===== src/inc/width_fault_pkg.sv =====
// Constants shared by the translation-entry decode block.
package width_fault_pkg;
  localparam int ENTRY_W          = 64;
  localparam int ADDR_W           = 64;
  localparam int PRESENT_BIT      = 0;
  localparam int MUTE_BIT         = 1;
  localparam int WIDTH_LO         = 2;
  localparam int WIDTH_HI         = 4;
  localparam int TTYPE_LO         = 6;
  localparam int TTYPE_HI         = 8;
  localparam int EXT_USED_BIT     = 10;
  localparam int EXT_USED_EN_BIT  = 11;
  localparam int FLT_SUPP_BIT     = 0;
  localparam int FLT_PRESENT_BIT  = 1;
  localparam int FLT_RANGE_BIT    = 2;
  localparam int FLT_RSVD_BIT     = 3;
  localparam int FLT_W            = 4;

  localparam logic [2:0] WIDTH_RSVD0 = 3'h0;
  localparam logic [2:0] WIDTH_39    = 3'h1;
  localparam logic [2:0] WIDTH_48    = 3'h2;
  localparam logic [2:0] WIDTH_57    = 3'h3;

  localparam logic [6:0] BITS_39 = 7'h27;
  localparam logic [6:0] BITS_48 = 7'h30;
  localparam logic [6:0] BITS_57 = 7'h39;
  localparam logic [2:0] LEVELS_3 = 3'h3;
  localparam logic [2:0] LEVELS_4 = 3'h4;
  localparam logic [2:0] LEVELS_5 = 3'h5;

  localparam logic [2:0] TT_STAGE1 = 3'h1;
  localparam logic [2:0] TT_STAGE2 = 3'h2;
  localparam logic [2:0] TT_NESTED = 3'h3;
  localparam logic [2:0] TT_PASS   = 3'h4;

  localparam logic [3:0] STATUS_EVENTS_W_MASK = 4'hF;
  localparam logic [1:0] REG_STATUS = 2'h0;
  localparam logic [1:0] REG_CLEAR  = 2'h1;
  localparam logic [1:0] REG_ENABLE = 2'h2;
  localparam logic [1:0] REG_CAPS   = 2'h3;
  localparam logic [3:0] CAPS_RESET = 4'h0;
endpackage : width_fault_pkg


===== src/rtl/width_decode.sv =====
// Combinational decode of the guest-width code into address bits and walk depth.
`timescale 1ns/10ps
`default_nettype none
module width_decode (
  input  wire logic [2:0] guest_width_code,
  input  wire logic       stage2_supported,
  output logic [6:0]      adjusted_guest_width,
  output logic [2:0]      walk_levels,
  output logic            width_reserved
);
  always_comb begin
    adjusted_guest_width = width_fault_pkg::BITS_39;
    walk_levels          = width_fault_pkg::LEVELS_3;
    width_reserved       = 1'b0;
    unique case (guest_width_code)
      width_fault_pkg::WIDTH_39: begin
        adjusted_guest_width = width_fault_pkg::BITS_39;
        walk_levels          = width_fault_pkg::LEVELS_3;
      end
      width_fault_pkg::WIDTH_48: begin
        adjusted_guest_width = width_fault_pkg::BITS_48;
        walk_levels          = width_fault_pkg::LEVELS_4;
      end
      width_fault_pkg::WIDTH_57: begin
        adjusted_guest_width = width_fault_pkg::BITS_57;
        walk_levels          = width_fault_pkg::LEVELS_5;
      end
      width_fault_pkg::WIDTH_RSVD0: begin
        width_reserved = stage2_supported;
      end
      default: begin
        width_reserved = 1'b1;
      end
    endcase
  end
endmodule // width_decode
`default_nettype wire


===== src/rtl/stage1_used_update.sv =====
// Read-modify-write sequencer that sets the extended-used flag of a first-stage entry.
`timescale 1ns/10ps
`default_nettype none
module stage1_used_update (
  input  wire logic        clk,
  input  wire logic        rst,
  input  wire logic        access_valid,
  input  wire logic [63:0] access_entry_addr,
  input  wire logic        flag_active,
  output logic             access_ready,
  output logic             access_done,
  output logic             mem_lock_req,
  input  wire logic        mem_lock_grant,
  output logic             mem_rd,
  output logic             mem_wr,
  output logic [63:0]      mem_addr,
  output logic [63:0]      mem_wdata,
  input  wire logic        mem_rvalid,
  input  wire logic [63:0] mem_rdata,
  input  wire logic        mem_wack,
  output logic             flag_set_event
);
  typedef enum logic [2:0] {IDLE, LOCK, READ, WAIT_RD, WRITE, WAIT_WR, DONE} state_type;
  typedef struct packed {
    state_type   st;
    logic [63:0] addr;
    logic [63:0] data;
    logic        done;
    logic        setev;
  } regs_type;
  regs_type s_r;
  regs_type s_nxt;

  always_comb begin
    s_nxt       = s_r;
    s_nxt.done  = 1'b0;
    s_nxt.setev = 1'b0;
    unique case (s_r.st)
      IDLE: begin
        if (access_valid) begin
          s_nxt.addr = access_entry_addr;
          // When the flag is not active the access needs no memory update.
          s_nxt.st   = flag_active ? LOCK : DONE;
        end
      end
      LOCK: begin
        if (mem_lock_grant) begin
          s_nxt.st = READ;
        end
      end
      READ: begin
        s_nxt.st = WAIT_RD;
      end
      WAIT_RD: begin
        if (mem_rvalid) begin
          s_nxt.data = mem_rdata;
          s_nxt.data[width_fault_pkg::EXT_USED_BIT] = 1'b1;
          s_nxt.setev = ~mem_rdata[width_fault_pkg::EXT_USED_BIT];
          s_nxt.st = WRITE;
        end
      end
      WRITE: begin
        s_nxt.st = WAIT_WR;
      end
      WAIT_WR: begin
        if (mem_wack) begin
          s_nxt.st = DONE;
        end
      end
      DONE: begin
        s_nxt.done = 1'b1;
        s_nxt.st   = IDLE;
      end
      // The eighth state code is unused; recover to idle if it is ever reached.
      default: begin
        s_nxt.st = IDLE;
      end
    endcase
  end

  always_ff @(posedge clk or posedge rst) begin
    if (rst) begin
      s_r <= '{st: IDLE, addr: 64'h0, data: 64'h0, done: 1'b0, setev: 1'b0};
    end else begin
      s_r <= s_nxt;
    end
  end

  // The lock is held from read through write-back so no other agent's update is lost.
  assign mem_lock_req   = (s_r.st != IDLE) && (s_r.st != DONE);
  assign access_ready   = (s_r.st == IDLE);
  assign access_done    = s_r.done;
  assign mem_rd         = (s_r.st == READ);
  assign mem_wr         = (s_r.st == WRITE);
  assign mem_addr       = s_r.addr;
  assign mem_wdata      = s_r.data;
  assign flag_set_event = s_r.setev;
endmodule // stage1_used_update
`default_nettype wire


===== src/rtl/entry_width_check.sv =====
// Decode of the low context-entry fields, range check, fault reporting and register port.
//
// Summary of operation
// - Bits 4:2 of the entry select the adjusted guest width for second-stage walks.
// - Code 001b means 39 bits and 3 levels, 010b 48 bits and 4 levels, 011b 57 bits and 5 levels.
// - Code 000b is reserved when second-stage is supported, and 100b to 111b are always reserved.
// - The width field is ignored for first-stage-only and pass-through translation types.
// - A second-stage request above two to the width minus one is blocked as a translation fault.
// - The fault-mute bit at position 1 suppresses reporting of non-recoverable faults when set.
// - The fault-mute bit is evaluated whether or not the entry is present.
// - With bit 0 clear the entry is not present and only the mute bit counts.
// - With the extended-used enable set, bit 10 of first-stage entries is set atomically on access.
// - The extended-used flag is ignored if unsupported or if the entry clears its enable.
// - A capability bit reports first-stage 1-GByte page support.
// - Type codes 001b, 010b, 011b and 100b mean first-stage, second-stage, nested and pass-through.
`timescale 1ns/10ps
`default_nettype none
module entry_width_check #(
  parameter logic [4:0] SUPPORTED_WIDTH_MASK = 5'h0E
) (
  input  wire logic        clk,
  input  wire logic        rst,
  // Register port.
  input  wire logic [1:0]  reg_addr,
  input  wire logic [31:0] reg_wdata,
  input  wire logic        reg_wr,
  input  wire logic        reg_rd,
  output logic [31:0]      reg_rdata,
  output logic             irq,
  // Request check.
  input  wire logic        req_valid,
  input  wire logic [63:0] req_entry,
  input  wire logic [63:0] req_addr,
  output logic             resp_valid,
  output logic             resp_block,
  output logic             resp_fault_report,
  output logic [2:0]       resp_translation_type,
  output logic [6:0]       resp_width,
  output logic [2:0]       resp_levels,
  output logic [4:0]       supported_width_mask,
  // First-stage entry access.
  input  wire logic        s1_access_valid,
  input  wire logic [63:0] s1_entry_addr,
  input  wire logic        s1_access_enable,
  output logic             s1_access_ready,
  output logic             s1_access_done,
  output logic             mem_lock_req,
  input  wire logic        mem_lock_grant,
  output logic             mem_rd,
  output logic             mem_wr,
  output logic [63:0]      mem_addr,
  output logic [63:0]      mem_wdata,
  input  wire logic        mem_rvalid,
  input  wire logic [63:0] mem_rdata,
  input  wire logic        mem_wack
);

  ////////////////////////////////////////////////////////////////////////////
  // Field extraction.

  logic [2:0] guest_width_code;
  logic [2:0] translation_type_select;
  logic       fault_report_mute;
  logic       present;
  logic [6:0] adjusted_guest_width;
  logic [2:0] walk_levels;
  logic       width_reserved;
  logic       stage2_supported;
  logic       extended_used_supported;
  logic       stage1_huge_page_support;
  logic       flag_set_event;

  assign guest_width_code        = req_entry[width_fault_pkg::WIDTH_HI:width_fault_pkg::WIDTH_LO];
  assign translation_type_select = req_entry[width_fault_pkg::TTYPE_HI:width_fault_pkg::TTYPE_LO];
  assign fault_report_mute       = req_entry[width_fault_pkg::MUTE_BIT];
  assign present                 = req_entry[width_fault_pkg::PRESENT_BIT];

  width_decode u_width_decode (
    .guest_width_code     (guest_width_code),
    .stage2_supported     (stage2_supported),
    .adjusted_guest_width (adjusted_guest_width),
    .walk_levels          (walk_levels),
    .width_reserved       (width_reserved)
  );

  // True when the address has any bit set at or above the selected width.
  function automatic logic above_width(input logic [63:0] a, input logic [6:0] w);
    logic [63:0] lim;
    lim = (64'h1 << w) - 64'h1;
    return a > lim;
  endfunction

  ////////////////////////////////////////////////////////////////////////////
  // State.

  typedef struct packed {
    logic        resp_valid;
    logic        resp_block;
    logic        resp_report;
    logic [2:0]  ttype;
    logic [6:0]  width;
    logic [2:0]  levels;
    logic [3:0]  status;
    logic [3:0]  enable;
    logic [3:0]  caps;
    logic [31:0] rdata;
  } regs_type;
  regs_type s_r;
  regs_type s_nxt;

  logic       stage2_path;
  logic       uses_width;
  logic       bad_type;
  logic       range_fault;
  logic       any_fault;
  logic [3:0] events;

  always_comb begin
    // Second-stage walks happen for second-stage-only and nested types.
    stage2_path = (translation_type_select == width_fault_pkg::TT_STAGE2) ||
                  (translation_type_select == width_fault_pkg::TT_NESTED);
    // First-stage-only and pass-through never look at the width field.
    uses_width  = stage2_path;
    bad_type    = !((translation_type_select == width_fault_pkg::TT_STAGE1) || stage2_path ||
                    (translation_type_select == width_fault_pkg::TT_PASS));
    range_fault = uses_width && !width_reserved && above_width(req_addr, adjusted_guest_width);
    any_fault   = !present || bad_type || (uses_width && width_reserved) || range_fault;
    events      = 4'h0;
    if (req_valid) begin
      events[width_fault_pkg::FLT_PRESENT_BIT] = !present;
      events[width_fault_pkg::FLT_RANGE_BIT]   = present && range_fault;
      events[width_fault_pkg::FLT_RSVD_BIT]    = present && (bad_type || (uses_width && width_reserved));
      events[width_fault_pkg::FLT_SUPP_BIT]    = flag_set_event;
    end else begin
      events[width_fault_pkg::FLT_SUPP_BIT]    = flag_set_event;
    end
    // Muted entries still block the request but raise no fault status.
    if (fault_report_mute) begin
      events[width_fault_pkg::FLT_RSVD_BIT:width_fault_pkg::FLT_PRESENT_BIT] = 3'h0;
    end

    s_nxt            = s_r;
    s_nxt.resp_valid = req_valid;
    if (req_valid) begin
      s_nxt.resp_block  = any_fault;
      s_nxt.resp_report = any_fault && !fault_report_mute;
      s_nxt.ttype       = translation_type_select;
      s_nxt.width       = uses_width ? adjusted_guest_width : 7'h0;
      s_nxt.levels      = uses_width ? walk_levels : 3'h0;
    end

    // Set beats clear for every sticky bit.
    if (reg_wr && reg_addr == width_fault_pkg::REG_CLEAR) begin
      s_nxt.status = s_r.status & ~reg_wdata[3:0];
    end
    s_nxt.status = s_nxt.status | events;
    if (reg_wr && reg_addr == width_fault_pkg::REG_ENABLE) begin
      s_nxt.enable = reg_wdata[3:0] & width_fault_pkg::STATUS_EVENTS_W_MASK;
    end
    if (reg_wr && reg_addr == width_fault_pkg::REG_CAPS) begin
      s_nxt.caps = reg_wdata[3:0];
    end

    s_nxt.rdata = 32'h0;
    if (reg_rd) begin
      unique case (reg_addr)
        width_fault_pkg::REG_STATUS: s_nxt.rdata = {28'h0, s_r.status};
        width_fault_pkg::REG_CLEAR:  s_nxt.rdata = 32'h0;
        width_fault_pkg::REG_ENABLE: s_nxt.rdata = {28'h0, s_r.enable};
        width_fault_pkg::REG_CAPS:   s_nxt.rdata = {23'h0, SUPPORTED_WIDTH_MASK, s_r.caps[3],
                                                    stage1_huge_page_support, extended_used_supported,
                                                    stage2_supported};
      endcase
    end
  end

  always_ff @(posedge clk or posedge rst) begin
    if (rst) begin
      s_r <= '{resp_valid: 1'b0, resp_block: 1'b0, resp_report: 1'b0, ttype: 3'h0, width: 7'h0,
               levels: 3'h0, status: 4'h0, enable: 4'h0, caps: width_fault_pkg::CAPS_RESET, rdata: 32'h0};
    end else begin
      s_r <= s_nxt;
    end
  end

  ////////////////////////////////////////////////////////////////////////////
  // Capabilities and first-stage flag update.

  assign stage2_supported         = s_r.caps[0];
  assign extended_used_supported  = s_r.caps[1];
  assign stage1_huge_page_support = s_r.caps[2];

  stage1_used_update u_used_update (
    .clk               (clk),
    .rst               (rst),
    .access_valid      (s1_access_valid),
    .access_entry_addr (s1_entry_addr),
    .flag_active       (extended_used_supported && s1_access_enable),
    .access_ready      (s1_access_ready),
    .access_done       (s1_access_done),
    .mem_lock_req      (mem_lock_req),
    .mem_lock_grant    (mem_lock_grant),
    .mem_rd            (mem_rd),
    .mem_wr            (mem_wr),
    .mem_addr          (mem_addr),
    .mem_wdata         (mem_wdata),
    .mem_rvalid        (mem_rvalid),
    .mem_rdata         (mem_rdata),
    .mem_wack          (mem_wack),
    .flag_set_event    (flag_set_event)
  );

  assign reg_rdata             = s_r.rdata;
  assign irq                   = |(s_r.status & s_r.enable);
  assign resp_valid            = s_r.resp_valid;
  assign resp_block            = s_r.resp_block;
  assign resp_fault_report     = s_r.resp_report;
  assign resp_translation_type = s_r.ttype;
  assign resp_width            = s_r.width;
  assign resp_levels           = s_r.levels;
  assign supported_width_mask  = SUPPORTED_WIDTH_MASK;

endmodule // entry_width_check
`default_nettype wire


===== config.mk =====
export PLATFORM = sky130hd
export DESIGN_NAME = entry_width_check
export DESIGN_NICKNAME = d
export VERILOG_FILES = /design/src/inc/width_fault_pkg.sv /design/src/rtl/width_decode.sv /design/src/rtl/stage1_used_update.sv /design/src/rtl/entry_width_check.sv
export SDC_FILE = /design/constraint.sdc
export NUM_CORES = 1
export LEC_CHECK = 0
export BUFFER_PORTS_ARGS = -buffer_cell sky130_fd_sc_hd__buf_4
export CORE_AREA = 2 2 190 192
export CTS_CLUSTER_DIAMETER = 30
export DETAILED_ROUTE_END_ITERATION = 10
export DIE_AREA = 0 0 192 194
export GPL_ROUTABILITY_DRIVEN = 0
export SETUP_SLACK_MARGIN = 0.3
export SLEW_MARGIN = 10
export SYNTH_ARGS = -nofsm -noshare
export SYNTH_HDL_FRONTEND = slang
export SYNTH_SLANG_ARGS = --single-unit

===== constraint.sdc =====
create_clock -name clk -period 6.38 [get_ports clk]
set_input_delay 0.638 -clock clk [delete_from_list [all_inputs] [get_ports clk]]
set_output_delay 0.638 -clock clk [all_outputs]
set_load 0.005 [all_outputs]

==> reports/results.ini <==
[drt]
wl_um=20000
vias=5382
drt_iter0_markers=160
drt-met1-wl_um=7730
dr.pass1.iters=5
routedWlPerCell_um=14.6
drc=0
top_layer=met4
vias_per_cell=3.92
wl_met3_um=2230
met2WireLength_um=9730
antenna_left=0

[sta]
finClkSkew_ns=0.0173
drv_slew=0
rsz0062_at_grt=false
fin_setup_tns_ns=0
finalSetupViolCount=0
max_clock_freq_ghz=0.412
min_period_ns=2.43
tightest_slew_ns=0.914
slew_headroom=0.390
fin_crit_sh=0.380
finalHoldViolCount=0

[clock_tree]
ctsResizeCount=0
path_clk_slew_ns=0.07
clk_path_buf_depth=2
htreeDepth=4
cts_tree=done
cts-buffers-inserted=17
ctsHoldBuffers=0
clock_latency_ns=0.43
cts-root-buf=clkbuf_16
post_cts_buffers=0
cts_num_sinks=161

[critical_path]
criticalPathCategory=input pin to flip-flop
critPathMaxFanout=9
cp.arrival_ns=2.74
slowest_stage=or4_4
slowest_delay_ns=0.54
worstSetupEndpointType=flip-flop
start_kind=input pin
path_cells=buf_4 > nand3b_1 > ha_1 > nand4_1 > or4_4 > o31ai_2 > and2b_1 > nor3_1
required_ns=6.69

[yosys]
yosys_warnings=0
seq_area_frac_synth=0.492
syn_avg_cell_area_um2=12.2
yosys_register_bits=161
synth-edff-count=0
synthArstFlopShare=1.00
synth_flop_cell=dfrtp_1
yosys.cell_types.count=44
syn-cell-area_um2=8190
syn_inst=669

[die]
die_y_um=194
dieArea_um2=37200
rows=69
die_w_um=192
coreArea_um2=35200
initial_core_util=0.232
io_pins=487

[pwr]
cellPowerDensity_nw_per_um2=398
p_leak_nw=5.18
vdd_drop_max_mv=0.193

[placement]
port_buffers=371
dpl.hpwl_um=15300
placed_cells=1341

[global_route]
grt_pass1_wl_um=29700
grt.total_usage=0.105
grt_overflow=0
antenna_found_initial=2
grt_pass1_vias=5551
grt_max_degree=99

[cells_and_area]
area_delta_synth_final_pct=32.5
drive_above_1_share=0.602
multiInputGateArea_um2=2830
seqCellArea_um2=4030
mostFrequentLayoutCells=buf_4, dfrtp_1, mux2_2, conb_1, ha_1
final_nets=1223
final_common_cell=buf_4
nFillCells=3631
stdcell_count=1373

[run]
cap_violations=0

[status]
status=finished, final reports clean

[hold_path]
hp-class=input pin to flip-flop

==> report_power, final <==
group	switching [mW]	internal [mW]	total, mW
Sequential	0.250	1.47	1.72
Clock	0.417	0.584	1.00
Combinational	0.552	1.05	1.60
Total	1.22	3.10	4.32
==> per-stage QoR <==
step | area [um^2] | total power, mW | hold slack [ns] | setup slack [ns] | util
floorplan | 8320 | 2.97 | 0.404 | 1.39 | -
global placement | 10300 | 3.33 | 0.425 | 3.54 | 0.292
detailed placement | 10300 | 3.38 | 0.424 | 3.51 | 0.292
CTS | 10800 | 4.41 | 0.344 | 4.00 | 0.308
global route | 10800 | 4.62 | 0.350 | 3.86 | 0.308
finish | 10900 | 4.32 | 0.373 | 3.95 | 0.308
==> logic make-up (layout without fill, tap and decap cells) <==
group           Yosys count  count (layout)  synth area share
buf+inv                 206             413             0.178
mux                     145             145             0.199
other cells               2              38          0.000917
flops                   161             161             0.492
fa+ha+maj                24              24            0.0367
xor+xnor                  2               2           0.00214
compound gates           44              44            0.0362
simple gates             85              85            0.0549
==> synthesized netlist by cell type (2+ instances only) <==
library cell    n  area (um^2)
a211oi_1        2         15.0
a21o_1          2         15.0
a21oi_1        12         60.1
a221oi_1        2         17.5
a22oi_1         6         45.0
and2_1          2         12.5
and3_1          3         18.8
buf_1           2         7.51
buf_2          12         60.1
buf_4         178         1340
clkbuf_1        5         18.8
conb_1          2         7.51
dfrtp_1       161         4030
ha_1           24          300
inv_1           9         33.8
mux2_2        144         1620
nand2_1        20         75.1
nand2b_1        4         25.0
nand3_1         8         40.0
nand3b_1        2         15.0
nand4_1        13         81.3
nor2_1         13         48.8
nor2b_1         6         37.5
nor3_1          5         25.0
nor3b_1         2         15.0
nor4_1          3         18.8
o21ai_0         8         40.0
o31ai_1         2         15.0
xnor2_1         2         17.5
==> worst max-delay path: cells and delay by family <==
family | cells | cell delay (ns)
AOI/OAI and AO/OA | 1 | 0.30
buffers and inverters | 1 | 0.12
and+or+nand+nor | 5 | 1.26
adders and majority gates | 1 | 0.42
==> layer usage <==
metal | up-vias | GRT usage
li1 | 2553 | -
met1 | 2563 | 0.112
met2 | 246 | 0.180
met3 | 20 | 0.0494
met4 | 0 | 0.0370
met5 | - | 0
==> final timing paths <==
path / endpoint / cells past startpoint / startpoint / slack, ns
worst max-delay path: resp_fault_report$_DFFE_PP0P_ / 8 / req_entry[4] / 3.95
worst min-delay path: u_used_update.flag_set_event$_DFF_PP0_ / 2 / mem_rdata[10] / 0.37
worst max register to register: u_used_update.mem_addr[45]$_DFFE_PP0P_ / 4 / u_used_update.s_r[131]$_DFFE_PP0P_ / 4.10
worst min register to register: s_r[40]$_DFF_PP0_ / 1 / u_used_update.flag_set_event$_DFF_PP0_ / 0.43
max in group asynchronous: u_used_update.mem_addr[51]$_DFFE_PP0P_ / 3 / rst / 4.55
min in group asynchronous: u_used_update.mem_addr[28]$_DFFE_PP0P_ / 2 / rst / 0.41
==> sequential cells by signal (all words and copies together), names as in the netlist <==
| name | flops |
|---|---|
| u_used_update.flag_set_event | 1 |
| u_used_update.access_done | 1 |
| resp_valid | 1 |
| reg_rdata | 5 |
| resp_levels | 2 |
| u_used_update.mem_addr | 64 |
| u_used_update.mem_wdata | 64 |
| s_r | 11 |
| resp_fault_report | 1 |
| resp_width | 3 |
| extended_used_supported | 1 |
| resp_block | 1 |
| resp_translation_type | 3 |
| u_used_update.s_r | 3 |
==> cell type report <==
cell class | count | area share
Sequential cell | 161 | 0.371
Antenna cell | 2 | 0.000461
Clock buffer | 22 | 0.0419
Tap cell | 461 | 0.0532
Timing Repair Buffer | 374 | 0.259
Inverter | 9 | 0.00357
Multi-Input combinational cell | 336 | 0.261
Clock inverter | 8 | 0.0100
Power figures use the tool's default switching activity.
